## config.mk

```make
export PLATFORM = sky130hd
export DESIGN_NAME = ccsm_clock_mode_ctrl
export DESIGN_NICKNAME = d
export VERILOG_FILES = /design/src/verilog/ccsm_pkg.sv /design/src/verilog/ccsm_clock_mode_ctrl.sv /design/src/verilog/ccsm_stab_counter.sv
export SDC_FILE = /design/constraint.sdc
export NUM_CORES = 1
export LEC_CHECK = 0
export BUFFER_PORTS_ARGS = -buffer_cell sky130_fd_sc_hd__buf_2
export CAP_MARGIN = 20
export CORE_AREA = 2 2 71 124
export CTS_BUF_LIST = sky130_fd_sc_hd__clkbuf_8
export CTS_CLUSTER_DIAMETER = 50
export DETAILED_ROUTE_END_ITERATION = 8
export DIE_AREA = 0 0 73 126
export HOLD_SLACK_MARGIN = 0.15
export PLACE_DENSITY = 0.58
export SETUP_SLACK_MARGIN = 0.5
export SLEW_MARGIN = 15
export SYNTH_ARGS = -nofsm -noshare
export SYNTH_HDL_FRONTEND = slang
export SYNTH_SLANG_ARGS = --single-unit
```

## constraint.sdc

```tcl
create_clock -name clock -period 1.65 [get_ports clock]
set_input_delay 0.495 -clock clock [delete_from_list [all_inputs] [get_ports clock]]
set_output_delay 0.495 -clock clock [all_outputs]
set_load 0.05 [all_outputs]
```

## src/verilog/ccsm_pkg.sv

```systemverilog
// Constants, register map and state encoding of the CPU clock control
package ccsm_pkg;

  // Register index on the local port (byte wide registers)
  localparam logic [3:0] MODE_ADDR  = 4'h0;
  localparam logic [3:0] RING_ADDR  = 4'h1;
  localparam logic [3:0] XOSC_ADDR  = 4'h2;
  localparam logic [3:0] PCLK_ADDR  = 4'h3;
  localparam logic [3:0] WSEL_ADDR  = 4'h4;
  localparam logic [3:0] WSTA_ADDR  = 4'h5;
  localparam logic [3:0] WDCLR_ADDR = 4'h6;

  // Field positions
  localparam int MODE_SEL_BIT   = 0;
  localparam int MODE_STAT_BIT  = 1;
  localparam int RING_STOP_BIT  = 0;
  localparam int XOSC_STOP_BIT  = 7;
  localparam int PCLK_XSTOP_BIT = 7;
  localparam int PCLK_CLS_BIT   = 5;
  localparam int PCLK_CSS_BIT   = 4;

  // Values after reset
  localparam logic [2:0] WSEL_RESET = 3'h5;
  localparam logic       SEL_RESET  = 1'b0;

  // Counts in oscillator periods
  localparam logic [4:0] START_TICKS  = 5'h11;
  localparam logic [1:0] SWITCH_TICKS = 2'h2;
  localparam int         STAB_NUM     = 5;
  localparam int         STAB_W       = 17;
  localparam int         STAB_EXP [STAB_NUM] = '{11, 13, 14, 15, 16};

  // Operating status, Gray along reset, start, run, halt, stop, wait
  typedef enum logic [2:0] {
    ST_RESET = 3'h0,
    ST_START = 3'h1,
    ST_RUN   = 3'h3,
    ST_HALT  = 3'h2,
    ST_STOP  = 3'h6,
    ST_STABW = 3'h7
  } ccsm_state_t;

endpackage

```

## src/verilog/ccsm_clock_mode_ctrl.sv

```systemverilog
// CPU clock source selection, standby modes and oscillator run control
//
// What this block does
// Any reset clears the source select, so the CPU starts on the internal_fast_oscillator.
// After reset release, CPU clock waits seventeen ring oscillator ticks.
// During reset both crystal and ring oscillators are held stopped.
// Writing source select moves the CPU to crystal after two crystal ticks.
// Status bit one of main clock mode shows the source really used.
// Ring stop works only if stoppable and CPU is on crystal or sub.
// On ring oscillator, main oscillator stop bit runs or stops crystal.
// On subsystem clock, the processor clock control bit governs crystal.
// Subsystem operation supports halt; stop requests are ignored there.
// Stop release on crystal waits the selected two-power crystal periods.
// Software polls stabilization status when resuming on ring oscillator.
// Stoppable option cuts the watchdog clock in halt and stop.
// Stoppable option keeps ring oscillator running in standby if bit zero.
// Non-stoppable option keeps watchdog counting in stop, resets on overflow.
// No direct switch between subsystem and ring; pass through crystal.
// Pin, power-on, low voltage, clock monitor, watchdog all reset the block.
// Halt and stop resume on the source in use when entered.
// Main osc stop at bit seven, internal_fast_oscillator stop at bit zero.
// Reset loads stabilization select with code five.
// Source status changes only when the clock mux finished switching.
`timescale 1ns/1ps
`default_nettype none
module ccsm_clock_mode_ctrl #(
  parameter bit RING_STOPPABLE = 1'b1,
  parameter int WDOG_WIDTH     = 10
) (
  // Clock and reset
  input  wire logic       clock,
  input  wire logic       resetn,
  // Register port
  input  wire logic [3:0] regAddr,
  input  wire logic [7:0] regWrData,
  input  wire logic       regWrite,
  input  wire logic       regRead,
  output logic [7:0]      regRdData,
  // Reset sources, active high levels
  input  wire logic       pinResetReq,
  input  wire logic       powerOnClear,
  input  wire logic       lowVoltageDetect,
  input  wire logic       clockMonitorFail,
  // Oscillator ticks, one cycle per oscillator period
  input  wire logic       ringTick,
  input  wire logic       xtalTick,
  input  wire logic       subTick,
  // CPU standby requests
  input  wire logic       haltReq,
  input  wire logic       stopReq,
  input  wire logic       wakeReq,
  // Clock and oscillator control
  output logic            cpuClkEn,
  output logic            ringOscEn,
  output logic            mainOscEn,
  output logic            wdogClkEn,
  output logic            wdogReset,
  output logic [2:0]      cpuMode
);

  ccsm_pkg::ccsm_state_t state_q;
  ccsm_pkg::ccsm_state_t state_d;

  logic [4:0]           startCnt_q;
  logic [4:0]           startCnt_d;
  logic                 srcSel_q;
  logic                 srcSel_d;
  logic                 srcStat_q;
  logic                 srcStat_d;
  logic                 css_q;
  logic                 css_d;
  logic                 cls_q;
  logic                 cls_d;
  logic [1:0]           swCnt_q;
  logic [1:0]           swCnt_d;
  logic                 ringStop_q;
  logic                 ringStop_d;
  logic                 mainStop_q;
  logic                 mainStop_d;
  logic                 subXStop_q;
  logic                 subXStop_d;
  logic [2:0]           stabSel_q;
  logic [2:0]           stabSel_d;
  logic [WDOG_WIDTH-1:0] wdogCnt_q;
  logic [WDOG_WIDTH-1:0] wdogCnt_d;
  logic                 wdogOvf_q;
  logic                 wdogOvf_d;
  logic [7:0]           rdData_q;
  logic [7:0]           rdData_d;
  logic                 cpuClkEn_q;
  logic                 cpuClkEn_d;
  logic                 ringEn_q;
  logic                 ringEn_d;
  logic                 mainEn_q;
  logic                 mainEn_d;
  logic                 wdogEn_q;
  logic                 wdogEn_d;

  logic                         rstInt;
  logic                         ringOk;
  logic                         xtalOk;
  logic                         pendMain;
  logic                         pendSub;
  logic                         tgtTick;
  logic                         curTick;
  logic                         standby;
  logic [ccsm_pkg::STAB_W-1:0]  stabCount;
  logic [ccsm_pkg::STAB_NUM-1:0] stabStat;
  logic                         stabReached;

  // all sources reset
  assign rstInt = !resetn || pinResetReq || powerOnClear ||
                  lowVoltageDetect || clockMonitorFail || wdogOvf_q;

  // Ticks only count while the oscillator is really enabled
  assign ringOk  = ringTick && ringEn_q;
  assign xtalOk  = xtalTick && mainEn_q;
  assign standby = (state_q == ccsm_pkg::ST_HALT) ||
                   (state_q == ccsm_pkg::ST_STOP) ||
                   (state_q == ccsm_pkg::ST_STABW);

  ccsm_stab_counter #(
    .WIDTH (ccsm_pkg::STAB_W)
  ) u_stab (
    .clock   (clock),
    .resetn  (resetn),
    .restart (!mainEn_q),
    .tick    (xtalOk),
    .count   (stabCount)
  );

  // Stabilization status and the wait chosen for stop release
  always_comb begin
    stabStat    = '0;
    stabReached = 1'b0;
    for (int i = 0; i < ccsm_pkg::STAB_NUM; i++) begin
      stabStat[i] = stabCount >=
                    (ccsm_pkg::STAB_W'(1) << ccsm_pkg::STAB_EXP[i]);
    end
    // selected wait length
    case (stabSel_q)
      3'h1:    stabReached = stabStat[0];
      3'h2:    stabReached = stabStat[1];
      3'h3:    stabReached = stabStat[2];
      3'h4:    stabReached = stabStat[3];
      // Prohibited codes fall back to the longest wait
      default: stabReached = stabStat[4];
    endcase
  end

  // Source switching and operating status
  always_comb begin
    state_d    = state_q;
    startCnt_d = startCnt_q;
    srcSel_d   = srcSel_q;
    srcStat_d  = srcStat_q;
    css_d      = css_q;
    cls_d      = cls_q;
    swCnt_d    = swCnt_q;
    pendMain   = srcSel_q != srcStat_q;
    pendSub    = css_q != cls_q;
    tgtTick    = pendMain ? (srcSel_q ? xtalOk : ringOk)
                          : (css_q ? subTick : xtalOk);
    curTick    = cls_q ? subTick : (srcStat_q ? xtalOk : ringOk);

    if (regWrite && regAddr == ccsm_pkg::MODE_ADDR) begin
      // no ring select while subsystem is in use
      if (!cls_q && !css_q) begin
        // software source select
        srcSel_d = regWrData[ccsm_pkg::MODE_SEL_BIT];
      end
    end
    if (regWrite && regAddr == ccsm_pkg::PCLK_ADDR) begin
      if (!regWrData[ccsm_pkg::PCLK_CSS_BIT]) begin
        css_d = 1'b0;
      end else if (srcStat_q && srcSel_q && !pendMain) begin
        // subsystem only entered from crystal
        css_d = 1'b1;
      end
    end

    // status follows the mux, not the write; R17 frozen in standby
    if (state_q == ccsm_pkg::ST_RUN && (pendMain || pendSub)) begin
      if (tgtTick) begin
        if (swCnt_q == ccsm_pkg::SWITCH_TICKS - 2'h1) begin
          swCnt_d = 2'h0;
          if (pendMain) begin
            // actual source reported
            srcStat_d = srcSel_q;
          end else begin
            cls_d = css_q;
          end
        end else begin
          swCnt_d = swCnt_q + 2'h1;
        end
      end
    end else begin
      swCnt_d = 2'h0;
    end

    case (state_q)
      ccsm_pkg::ST_RESET: begin
        startCnt_d = 5'h00;
        state_d    = ccsm_pkg::ST_START;
      end
      ccsm_pkg::ST_START: begin
        // hold CPU clock for seventeen ring ticks
        if (ringOk) begin
          if (startCnt_q == ccsm_pkg::START_TICKS - 5'h01) begin
            state_d = ccsm_pkg::ST_RUN;
          end else begin
            startCnt_d = startCnt_q + 5'h01;
          end
        end
      end
      ccsm_pkg::ST_RUN: begin
        // stop is unavailable on the subsystem clock
        if (stopReq && !cls_q && !css_q) begin
          state_d = ccsm_pkg::ST_STOP;
        end else if (haltReq) begin
          state_d = ccsm_pkg::ST_HALT;
        end
      end
      ccsm_pkg::ST_HALT: begin
        if (wakeReq) begin
          state_d = ccsm_pkg::ST_RUN;
        end
      end
      ccsm_pkg::ST_STOP: begin
        // on ring the CPU resumes at once; software polls status
        if (wakeReq) begin
          state_d = srcStat_q ? ccsm_pkg::ST_STABW : ccsm_pkg::ST_RUN;
        end
      end
      ccsm_pkg::ST_STABW: begin
        // crystal wait before resuming
        if (stabReached) begin
          state_d = ccsm_pkg::ST_RUN;
        end
      end
      default: state_d = ccsm_pkg::ST_RESET;
    endcase

    cpuClkEn_d = (state_q == ccsm_pkg::ST_RUN) && curTick;
  end

  always_ff @(posedge clock) begin
    if (rstInt) begin
      state_q    <= ccsm_pkg::ST_RESET;
      startCnt_q <= 5'h00;
      // select back to ring oscillator
      srcSel_q   <= ccsm_pkg::SEL_RESET;
      srcStat_q  <= ccsm_pkg::SEL_RESET;
      css_q      <= 1'b0;
      cls_q      <= 1'b0;
      swCnt_q    <= 2'h0;
      cpuClkEn_q <= 1'b0;
    end else begin
      state_q    <= state_d;
      startCnt_q <= startCnt_d;
      srcSel_q   <= srcSel_d;
      srcStat_q  <= srcStat_d;
      css_q      <= css_d;
      cls_q      <= cls_d;
      swCnt_q    <= swCnt_d;
      cpuClkEn_q <= cpuClkEn_d;
    end
  end

  // Control registers, oscillator enables and watchdog
  always_comb begin
    ringStop_d = ringStop_q;
    mainStop_d = mainStop_q;
    subXStop_d = subXStop_q;
    stabSel_d  = stabSel_q;
    wdogCnt_d  = wdogCnt_q;
    wdogOvf_d  = 1'b0;
    rdData_d   = 8'h00;

    if (regWrite) begin
      // stop bit positions
      if (regAddr == ccsm_pkg::RING_ADDR) begin
        ringStop_d = regWrData[ccsm_pkg::RING_STOP_BIT];
      end else if (regAddr == ccsm_pkg::XOSC_ADDR) begin
        mainStop_d = regWrData[ccsm_pkg::XOSC_STOP_BIT];
      end else if (regAddr == ccsm_pkg::PCLK_ADDR) begin
        subXStop_d = regWrData[ccsm_pkg::PCLK_XSTOP_BIT];
      end else if (regAddr == ccsm_pkg::WSEL_ADDR) begin
        stabSel_d = regWrData[2:0];
      end else if (regAddr == ccsm_pkg::WDCLR_ADDR) begin
        wdogCnt_d = '0;
      end
    end

    if (regRead) begin
      if (regAddr == ccsm_pkg::MODE_ADDR) begin
        rdData_d[ccsm_pkg::MODE_SEL_BIT]  = srcSel_q;
        rdData_d[ccsm_pkg::MODE_STAT_BIT] = srcStat_q;
      end else if (regAddr == ccsm_pkg::RING_ADDR) begin
        rdData_d[ccsm_pkg::RING_STOP_BIT] = ringStop_q;
      end else if (regAddr == ccsm_pkg::XOSC_ADDR) begin
        rdData_d[ccsm_pkg::XOSC_STOP_BIT] = mainStop_q;
      end else if (regAddr == ccsm_pkg::PCLK_ADDR) begin
        rdData_d[ccsm_pkg::PCLK_XSTOP_BIT] = subXStop_q;
        rdData_d[ccsm_pkg::PCLK_CLS_BIT]   = cls_q;
        rdData_d[ccsm_pkg::PCLK_CSS_BIT]   = css_q;
      end else if (regAddr == ccsm_pkg::WSEL_ADDR) begin
        rdData_d[2:0] = stabSel_q;
      end else if (regAddr == ccsm_pkg::WSTA_ADDR) begin
        rdData_d[ccsm_pkg::STAB_NUM-1:0] = stabStat;
      end
    end

    // reset holds oscillators off; R6 R13 ring stop gating
    ringEn_d = !rstInt &&
               !(RING_STOPPABLE && ringStop_q && (srcStat_q || cls_q));
    // Crystal is off in stop; in run the bit that rules it depends on source
    mainEn_d = !rstInt && (state_q != ccsm_pkg::ST_STOP);
    if (cls_q || css_q) begin
      // processor clock control rules crystal
      mainEn_d = mainEn_d && !subXStop_q;
    end else if (!srcStat_q && !srcSel_q) begin
      // main stop bit rules crystal
      mainEn_d = mainEn_d && !mainStop_q;
    end

    // watchdog clock cut in standby; R14 keeps counting otherwise
    wdogEn_d = !rstInt && !(RING_STOPPABLE && standby);
    if (ringOk && wdogEn_q) begin
      if (&wdogCnt_q) begin
        // overflow wins over a clear in the same cycle
        wdogOvf_d = 1'b1;
        wdogCnt_d = '0;
      end else if (!(regWrite && regAddr == ccsm_pkg::WDCLR_ADDR)) begin
        wdogCnt_d = wdogCnt_q + 1'b1;
      end
    end
  end

  always_ff @(posedge clock) begin
    if (rstInt) begin
      ringStop_q <= 1'b0;
      mainStop_q <= 1'b0;
      subXStop_q <= 1'b0;
      // code five, which falls back to the longest wait
      stabSel_q  <= ccsm_pkg::WSEL_RESET;
      wdogCnt_q  <= '0;
      wdogOvf_q  <= 1'b0;
      rdData_q   <= 8'h00;
      ringEn_q   <= 1'b0;
      mainEn_q   <= 1'b0;
      wdogEn_q   <= 1'b0;
    end else begin
      ringStop_q <= ringStop_d;
      mainStop_q <= mainStop_d;
      subXStop_q <= subXStop_d;
      stabSel_q  <= stabSel_d;
      wdogCnt_q  <= wdogCnt_d;
      wdogOvf_q  <= wdogOvf_d;
      rdData_q   <= rdData_d;
      ringEn_q   <= ringEn_d;
      mainEn_q   <= mainEn_d;
      wdogEn_q   <= wdogEn_d;
    end
  end

  assign regRdData = rdData_q;
  assign cpuClkEn  = cpuClkEn_q;
  assign ringOscEn = ringEn_q;
  assign mainOscEn = mainEn_q;
  assign wdogClkEn = wdogEn_q;
  assign wdogReset = wdogOvf_q;
  assign cpuMode   = state_q;

endmodule
`default_nettype wire

```

## src/verilog/ccsm_stab_counter.sv

```systemverilog
// Crystal stabilization counter, saturating in crystal periods
`timescale 1ns/1ps
`default_nettype none
module ccsm_stab_counter #(
  parameter int WIDTH = ccsm_pkg::STAB_W
) (
  // Clock and reset
  input  wire logic             clock,
  input  wire logic             resetn,
  // Counting control
  input  wire logic             restart,
  input  wire logic             tick,
  // Elapsed crystal periods
  output logic [WIDTH-1:0]      count
);

  logic [WIDTH-1:0] count_q;
  logic [WIDTH-1:0] count_d;

  // Saturates once the top bit is reached so the longest wait stays seen
  always_comb begin
    count_d = count_q;
    if (restart) begin
      count_d = '0;
    end else if (tick && !count_q[WIDTH-1]) begin
      count_d = count_q + 1'b1;
    end
  end

  always_ff @(posedge clock) begin
    if (!resetn) begin
      count_q <= '0;
    end else begin
      count_q <= count_d;
    end
  end

  assign count = count_q;

endmodule
`default_nettype wire

```

==> summary.md, run 1 <==
| Metric | Value |
|---|---|
| I/O Buffers | `37` |
| Die Span X | `~73 um` |
| Leak | `between 1.5 and 2 nW` |
| Worst Hold Class | `in2reg` |
| Crit-path max cell delay | `between 0.4 and 0.5 ns` |
| WL per Instance | `roughly 16 um` |
| Clock Latency Late Sink | `between 0.3 and 0.4 ns` |
| Post-Syn Instances | `330` |
| H-tree Lvls | `3` |
| Max VDD drop | `0.348 mV` |
| Busiest grt layer | `met2` |
| Number of antenna diodes | `0` |
| Layout cells sized above 1 | `0.569` |
| Filler cells | `670` |
| Pin count of the biggest net entering global routing | `18` |
| Tcrit/Tclk final | `1.16` |
| Most frequent cells in the layout | `buf_4 (43), nor2_1 (39), buf_6 (35)` |
| Core area | `roughly 8000 um^2` |
| Final Critical Period | `~1.9 ns` |
| Nets@finish | `approximately 480` |
| Residual DRC | `0` |
| CP Launch Type | `register` |
| Worst EP arrival | `~2.2 ns` |
| CTS tree | `done` |
| Cells after DPL | `494` |
| Initial Utilization | `0.341` |
| Placer's final routability congestion estimate | `slightly below 0.8` |
| Initial DRC Count | `145` |
| Vias in the first global route | `roughly 2,800` |
| Crit path kind | `reg2reg` |
| Hold WS | `between 0.4 and 0.5 ns` |
| Pins Over Slew Limit | `0` |
| GRT Overall Usage | `0.182` |
| Hpwl dp | `between 5 and 6 mm` |
| Most common cell after layout, fill and taps aside | `buf_4` |
| Vias per std cell | `between 5 and 6` |
| Total clock sinks | `59` |
| Layout area overhead | `71.0%` |
| Final setup vio count | `6` |
| Sequential-to-total area share from yosys stat | `0.422` |
| RSZ-0062 raised after global routing | `yes` |
| CP Capture Type | `register` |
| Switching power | `0.000659 W` |
| DP Worst Slack | `-0.285 ns` |
| Vias | `2,781` |
| Synth warn | `0` |
| Pwr/cell area | `~600 nW/um^2` |
| Status | `finished, violations left` |
| Setup_tns | `-0.935 ns` |
| Met1 usage | `0.182` |
| Cell variety after synth | `46` |
| Failing checks | `setup timing` |
| CP max-delay cell | `or4_4` |
| Combinational share of power | `0.057` |
| Clock transition at path regs | `0.06 ns` |
| Rows | `44` |
| Mean Syn Cell Area | `around 8.5 um^2` |
| Clock Power Share | `0.437` |
| Root Driver | `clkbuf_8` |
| Sw Ratio | `0.235` |
| Top_reg_cell synth | `dfxtp_1` |
| EDFF count, synth | `0` |
| Num CTS Buffers | `9` |
| Multi-input combinational cell area | `about 2200 um^2` |
| Final ANT Viol Nets | `0` |
| Synth area leader | `dfxtp_1` |
| First-pass GRT wire length | `roughly 13 mm` |
| Met3 usage | `0.0344` |
| FMAX | `520 MHz` |
| DRT Wirelength | `~8.6 mm` |
| Part of the power in registers | `0.507` |
| Syn nets | `364` |
| Synth top area share | `0.422` |
| Pre-Repair DR Iteration Count | `6` |
| Pint | `0.00214 W` |
| Non-Filler Instances | `roughly 540` |
| Max Root-Sink Buffers | `2` |
| Die Span Y | `around 130 um` |
| Initial antenna violation count | `0` |
| Crit path cell chain | `or3_4 > or4_4 > a221oi_4 > nor2b_1 > o221a_1` |
| GR Util met2 | `0.338` |
| Critical path peak fanout | `2` |
| Clock Skew | `~0.0060 ns` |
| Reg area | `about 1200 um^2` |
| Worst setup margin | `-0.271 ns` |
| Synth area leaders | `dfxtp_1 (42%), nor2_1 (7.5%), xnor2_1 (4.7%)` |
| Post-Syn Area | `about 2800 um^2` |
| Max-cap violations | `0` |
| FFs w/ async S/R, synth | `0` |
| Hold Violations, Final | `0` |
| Top Ports | `between 40 and 50` |
| Die area | `9200 um^2` |
| Seq cells post-synth | `59` |
| Req. time, crit path | `~1.9 ns` |
| Remaining Overflow, GRT | `0` |
[per-layer routing]
metal,vias up,routed length [um],share of wire
met2,52,5120,0.60
li1,1372,-,-
met4,0,293,0.034
met1,1335,2960,0.34
met5,-,0,0
met3,22,232,0.027
[worst max-delay path, delay by kind of cell, from the launching register on]
family | cells | cell delay (ns)
DFF | 1 | 0.32
and+or+nand+nor | 3 | 0.92
AOI/OAI and AO/OA | 2 | 0.57
[cell type report]
type / instances / area share
multi-input combinational: 245 / 0.449
inverter: 17 / 0.0133
clock inverter: 4 / 0.00366
clock buffer: 12 / 0.0345
tap: 92 / 0.0240
timing repair buffer: 113 / 0.218
sequential: 59 / 0.257
[cells by family (layout without fill, tap and decap cells)]
family / count (synthesis) / after routing / share of synthesized area
mux: 12 / 12 / 0.0474
fa+ha+maj: 8 / 8 / 0.0357
compound gates: 39 / 39 / 0.0889
buf+inv: 26 / 146 / 0.0375
other cells: 1 / 1 / 0.00134
xor+xnor: 25 / 25 / 0.0782
simple gates: 160 / 160 / 0.289
flops: 59 / 59 / 0.422
[repair_timing]
| action | in CTS | in global routing |
|---|---|---|
| hold buffers | 0 | 0 |
| gates cloned | 0 | 0 |
| endpoints found under the setup margin | 64 | 72 |
| gates resized for setup | 126 | 82 |
| endpoints found under the hold margin | 0 | 0 |
| pin swaps | 31 | 45 |
| buffers inserted | 17 | 15 |
[registers in the layout (all words and copies together), names as in the netlist]
register      count
u_stab.count     17
wdogCnt_q        10
regRdData         7
startCnt_q        5
cpuMode           3
stabSel_q         3
swCnt_q           2
cls_q             1
cpuClkEn          1
css_q             1
mainOscEn         1
mainStop_q        1
ringOscEn         1
ringStop_q        1
srcSel_q          1
srcStat_q         1
subXStop_q        1
wdogClkEn         1
wdogReset         1
[worst paths after layout]
path / slack [ns] / endpoint / depth (start not counted) / start
max reg2reg: -0.27 / cpuMode[2] / 5 / u_stab.count[14]
min reg2reg: 0.48 / swCnt_q[1] / 2 / swCnt_q[1]
max: -0.27 / cpuMode[2] / 5 / u_stab.count[14]
min: 0.42 / stabSel_q[1] / 3 / regWrData[1]
[power groups by stage]
stage               Sequential, W  Clock, W  Combinational, W
floorplan                 0.00146         0         0.0000619
global placement          0.00145         0          0.000124
detailed placement        0.00145         0          0.000126
CTS                       0.00142   0.00126          0.000142
global route              0.00142   0.00132          0.000168
finish                    0.00142   0.00122          0.000158
[Yosys cell counts (all sizes together), types with 7 or more instances]
cell type  number
xor2           10
nand2          28
nor3           12
xnor2          15
and3            7
inv            17
dfxtp          59
ha              8
nor2           56
nand3          16
mux2i          11
a21oi          14
o21ai           8
[stage by stage]
stage | power, W | cell area [um^2] | utilization
global route | 0.00291 | 4790 | 0.584
detailed placement | 0.00158 | 3550 | 0.433
global placement | 0.00158 | 3550 | 0.433
finish | 0.00280 | 4790 | 0.584
CTS | 0.00282 | 4330 | 0.528
floorplan | 0.00152 | 3010 | -
Note: power is estimated with default switching activity, not from simulation.
==> inputs of run 2 (changes only) <==
--- a/config.mk
+++ b/config.mk
@@ -13,7 +13,7 @@
 export DETAILED_ROUTE_END_ITERATION = 8
 export DIE_AREA = 0 0 73 126
 export HOLD_SLACK_MARGIN = 0.15
-export PLACE_DENSITY = 0.58
+export PLACE_DENSITY = 0.56
 export SETUP_SLACK_MARGIN = 0.5
 export SLEW_MARGIN = 15
 export SYNTH_ARGS = -nofsm -noshare
==> constraint.sdc (replaced) <==
create_clock -name clock -period 2.4 [get_ports clock]
set_input_delay 0.72 -clock clock [delete_from_list [all_inputs] [get_ports clock]]
set_output_delay 0.72 -clock clock [all_outputs]
set_load 0.05 [all_outputs]
==> run 2 against run 1 <==
Net effect: the run now ends clean; core utilization fell by 17 points; cell area fell by 29%; critical path type unchanged; first-iteration DRC count fell by 33%; clock-buffer cell count rose by 1.
==> summary.md, run 2 (same netlist as run 1, synthesis figures left out) <==
| Metric | Value |
|---|---|
| Status | `completed` |
| Part of the power in registers | `0.514` |
| Actual slew at the worst max-slew pin | `between 0.5 and 0.6 ns` |
| FMAX | `511 MHz` |
| Top Ports | `42` |
| WL per Instance | `about 14 um` |
| CP Capture Type | `register` |
| First-pass GRT wire length | `10.3 mm` |
| Final setup vio count | `0` |
| Clock Power Share | `0.449` |
| Layout cells sized above 1 | `0.210` |
| Max Root-Sink Buffers | `2` |
| Initial Utilization | `0.341` |
| Critical path peak fanout | `2` |
| Vias in the first global route | `roughly 2,200` |
| Final Critical Period | `1.96 ns` |
| H-tree Lvls | `3` |
| Vias per std cell | `5.08` |
| Die area | `9200 um^2` |
| Clock Latency Late Sink | `between 0.3 and 0.4 ns` |
| Rows | `44` |
| Critical path buffers and inverters | `0` |
| Sw Ratio | `0.222` |
| Initial antenna violation count | `0` |
| GRT Overall Usage | `0.147` |
| Worst EP arrival | `roughly 2.2 ns` |
| Hpwl dp | `between 4 and 5 mm` |
| Clock transition at path regs | `about 0.06 ns` |
| Combinational share of power | `0.036` |
| Layout area overhead | `21.0%` |
| Vias | `~2,400` |
| Core area | `approximately 8200 um^2` |
| Residual DRC | `0` |
| Top delay family on crit path | `simple AND/OR/NAND/NOR gates` |
| Remaining Overflow, GRT | `0` |
| Crit path cell chain | `or3_4 > or4_4 > a221oi_4 > nor2b_2 > o221a_1` |
| I/O Buffers | `37` |
| Filler cells | `between 800 and 900` |
| Total clock sinks | `59` |
| Nets@finish | `slightly above 400` |
| CP Launch Type | `register` |
| Final ANT Viol Nets | `0` |
| Most frequent cells in the layout | `nor2_1 (56), dfxtp_1 (53), buf_2 (37)` |
| Setup_tns | `0 ns` |
| Pwr/cell area | `between 500 and 600 nW/um^2` |
| Number of antenna diodes | `0` |
| Hold Violations, Final | `0` |
| Pins Over Slew Limit | `0` |
| CTS tree | `done` |
| CP max-delay cell | `or4_4` |
| DRT Wirelength | `between 6 and 7 mm` |
| Root Driver | `clkbuf_8` |
| Crit path kind | `reg2reg` |
| Max reg flops | `17` |
| Core Util, Final | `0.413` |
| Req. time, crit path | `approximately 2.6 ns` |
| Reg area | `approximately 1200 um^2` |
| Worst Hold Class | `reg2reg` |
| Num CTS Buffers | `9` |
| Switching power | `approximately 0.00042 W` |
| Die Span Y | `roughly 130 um` |
| Initial DRC Count | `97` |
| Pre-Repair DR Iteration Count | `6` |
| Most common cell after layout, fill and taps aside | `nor2_1` |
| Pin count of the biggest net entering global routing | `18` |
| Tcrit/Tclk final | `0.815` |
| Pint | `0.00149 W` |
| Multi-input combinational cell area | `between 1500 and 2000 um^2` |
| Max-cap violations | `0` |
| Die Span X | `between 70 and 80 um` |
| Placer's final routability congestion estimate | `about 0.77` |
| Max VDD drop | `0.254 mV` |
| Leak | `approximately 1.3 nW` |
| Hold-fix buffers, CTS | `0` |
| Clock Skew | `roughly 0.0052 ns` |
| Rel. slew slack | `0.611` |
| RSZ-0062 raised after global routing | `yes` |
| Crit-path max cell delay | `about 0.45 ns` |
## run 2: worst paths after layout
check | from | end | slack [ns] | cells after the start
hold / removal | swCnt_q[1] | swCnt_q[1] | 0.44 | 2
setup reg to reg | u_stab.count[15] | cpuMode[2] | 0.44 | 5
setup / recovery | u_stab.count[15] | cpuMode[2] | 0.44 | 5
hold reg to reg | swCnt_q[1] | swCnt_q[1] | 0.44 | 2
## run 2: timing repair
| item | 4_1_cts | 5_1_grt |
|---|---|---|
| pin swaps | 0 | 1 |
| setup endpoints to repair | 5 | 8 |
| resized for setup | 6 | 4 |
| cloned | 0 | 0 |
| setup buffers | 3 | 1 |
## run 2: final cells by class
class | instances | share of cell area
Tap cell | 92 | 0.0340
Timing Repair Buffer | 49 | 0.0813
Clock buffer | 13 | 0.0528
Multi-Input combinational cell | 245 | 0.458
Clock inverter | 3 | 0.00369
Sequential cell | 59 | 0.352
Inverter | 17 | 0.0188
## run 2: power groups by stage
stage / Clock (W) / Combinational, W / Sequential (W)
floorplan: 0 / 0.0000325 / 0.00101
global placement: 0 / 0.0000688 / 0.00100
detailed placement: 0 / 0.0000693 / 0.00100
CTS: 0.000882 / 0.0000696 / 0.000981
global route: 0.000924 / 0.0000750 / 0.000981
finish: 0.000858 / 0.0000693 / 0.000982
## run 2: worst register-to-register path: cells and delay by family, from the launching register on
family / cells / cell delay, ns
flops: 1 / 0.35
compound gates: 2 / 0.61
simple gates: 3 / 0.89
## run 2: stage by stage
stage / worst slack (ns) / power, W / cells / hold slack [ns] / area, um^2
global placement: 0.216 / 0.00107 / 458 / 0.421 / 3130
detailed placement: 0.213 / 0.00107 / 458 / 0.429 / 3130
finish: 0.444 / 0.00191 / 478 / 0.443 / 3390
floorplan: 0.524 / 0.00104 / 330 / 0.412 / 2810
CTS: 0.421 / 0.00193 / 477 / 0.438 / 3370
global route: 0.383 / 0.00198 / 478 / 0.475 / 3390
## run 2: metal layers
layer  track usage  wire [um]  vias to the layer above
li1              -          -                     1237
met4        0.0926        121                        0
met5             0          0                        -
met2         0.269       3660                       42
met1         0.146       2520                     1137
met3        0.0248        183                       11
==> inputs of run 3 (changes only) <==
==> constraint.sdc (replaced) <==
create_clock -name clock -period 1.8 [get_ports clock]
set_input_delay 0.54 -clock clock [delete_from_list [all_inputs] [get_ports clock]]
set_output_delay 0.54 -clock clock [all_outputs]
set_load 0.05 [all_outputs]
==> run 3 against run 2 <==
Net effect: the run now ends with setup timing left; non-clock buffer count up 47; core utilization up 15 points; clock skew up 0.0013 ns; die area unchanged; critical endpoint unchanged; largest cell class unchanged.
==> summary.md, run 3 (same netlist as run 1, synthesis figures left out) <==
| Metric | Value |
|---|---|
| I/O Buffers | `37` |
| Die Span X | `73 um` |
| Rows | `44` |
| Total clock sinks | `between 50 and 60` |
| CP Launch Type | `register` |
| R2R Setup Slk | `-0.16 ns` |
| Nets@finish | `around 460` |
| Req. time, crit path | `approximately 2.0 ns` |
| Worst setup margin | `-0.163 ns` |
| Initial DRC Count | `about 90` |
| Most frequent cells in the layout | `nor2_1 (45), dfxtp_1 (33), buf_4 (32)` |
| Met1 WL | `2.78 mm` |
| CP Capture Type | `register` |
| Hold-fix buffers, CTS | `0` |
| Die area | `about 9200 um^2` |
| Final ANT Viol Nets | `0` |
| Max Root-Sink Buffers | `2` |
| Pwr Total | `around 0.0026 W` |
| Cells after DPL | `approximately 480` |
| Filler cells | `699` |
| Critical path origin | `u_stab.count[14]` |
| Reg-to-reg endpoint | `cpuMode[2]` |
| WL per Instance | `14.8 um` |
| GRT Overall Usage | `0.176` |
| Initial Utilization | `0.341` |
| H-tree Lvls | `3` |
| Initial antenna violation count | `0` |
| Crit path kind | `reg2reg` |
| Clock Latency Late Sink | `about 0.34 ns` |
| Top Ports | `42` |
| Pwr/cell area | `between 500 and 600 nW/um^2` |
| Pre-Repair DR Iteration Count | `4` |
| Max VDD drop | `about 0.41 mV` |
| Placer's final routability congestion estimate | `around 0.79` |
| WL met2 | `between 4 and 5 mm` |
| Clock Power Share | `0.453` |
| Clock transition at path regs | `0.07 ns` |
| Remaining Overflow, GRT | `0` |
| Multi-input combinational cell area | `roughly 2100 um^2` |
| Root Driver | `clkbuf_8` |
| Worst EP arrival | `between 2 and 2.5 ns` |
| FMAX | `between 500 and 600 MHz` |
| Residual DRC | `0` |
| Part of the power in registers | `0.492` |
| Status | `finished, violations left` |
| Met3 wire len | `approximately 260 um` |
| Layout area overhead | `64.1%` |
| DRT Wirelength | `about 7.8 mm` |
| Worst Hold Class | `in2reg` |
| Switching power | `slightly above 0.0006 W` |
| Max-cap violations | `0` |
| Tcrit/Tclk final | `1.09` |
| Die Span Y | `approximately 130 um` |
| Number of antenna diodes | `0` |
| Clock Skew | `about 0.0065 ns` |
| Pins Over Slew Limit | `0` |
| Vias | `roughly 2,700` |
| Sw Ratio | `0.232` |
| First-pass GRT wire length | `12.5 mm` |
| Reg area | `approximately 1200 um^2` |
| Critical path peak fanout | `2` |
| Setup_tns | `-0.335 ns` |
| Reg2reg path depth | `5` |
| Num CTS Buffers | `9` |
| Core area | `8200 um^2` |
| CP endpoint | `cpuMode[2]` |
| Hold WS | `0.470 ns` |
| Leak | `around 1.8 nW` |
| Hpwl dp | `5.31 mm` |
| Combinational share of power | `0.054` |
| Vias in the first global route | `2,785` |
| Highest routed layer | `met4` |
| Hold Violations, Final | `0` |
| RR Startpoint | `u_stab.count[14]` |
| Most common cell after layout, fill and taps aside | `nor2_1` |
| CTS tree | `done` |
| Vias per std cell | `about 5.2` |
| Final setup vio count | `3` |
| RSZ-0062 raised after global routing | `yes` |
| Max reg flops | `17` |
| Layout cells sized above 1 | `0.510` |
| Pint | `approximately 0.0020 W` |
| Final Critical Period | `~2.0 ns` |
| Pin count of the biggest net entering global routing | `18` |
| Non-Filler Instances | `525` |
| Failing checks | `setup timing` |
run 3: critical path: stages (launching register included):
cell and delay [ns]:
dfxtp_2 0.32, or3_4 0.38, or4_4 0.45, a221oi_4 0.38, nor2b_2 0.09, o221a_1 0.24
run 3: area by class of cell:
type / count / share of cell area
Clock inverter: 6 / 0.0123
Sequential cell: 59 / 0.268
Multi-Input combinational cell: 245 / 0.456
Clock buffer: 10 / 0.0300
Tap cell: 92 / 0.0251
Inverter: 17 / 0.0139
Timing Repair Buffer: 96 / 0.195
run 3: worst min path at each step:
| stage | startpoint | endpoint | cells after the start |
|---|---|---|---|
| 2_1_floorplan | swCnt_q[1] | swCnt_q[1] | 2 |
| 6_report | regWrData[0] | stabSel_q[0] | 3 |
| 5_1_grt | regWrData[1] | stabSel_q[1] | 3 |
| 4_1_cts | regWrData[0] | stabSel_q[0] | 3 |
| 3_3_place_gp | swCnt_q[1] | swCnt_q[1] | 2 |
| 3_5_place_dp | swCnt_q[1] | swCnt_q[1] | 2 |
run 3: metal layers:
layer | vias up | track usage
li1 | 1332 | -
met1 | 1304 | 0.165
met2 | 47 | 0.339
met3 | 22 | 0.0384
met4 | 0 | 0.0893
met5 | - | 0
run 3: what timing repair did:
item | CTS | global route
setup buffers | 25 | 8
endpoints found under the setup margin | 54 | 64
cloned | 0 | 0
gates resized for setup | 125 | 59
pin swaps | 33 | 39
run 3: power groups by stage:
stage          Combinational [W]  Clock [W]  Sequential [W]
6_report                0.000143    0.00120         0.00130
5_1_grt                 0.000151    0.00129         0.00130
4_1_cts                 0.000131    0.00123         0.00130
3_5_place_dp            0.000111          0         0.00133
3_3_place_gp            0.000110          0         0.00133
2_1_floorplan          0.0000567          0         0.00134
run 3: per-stage QoR:
step	area [um^2]	utilization	setup WS, ns
finish	4590	0.560	-0.163
global route	4590	0.560	-0.208
CTS	4270	0.520	-0.142
detailed placement	3420	0.417	-0.162
global placement	3420	0.417	-0.128
floorplan	3000	-	-0.0168
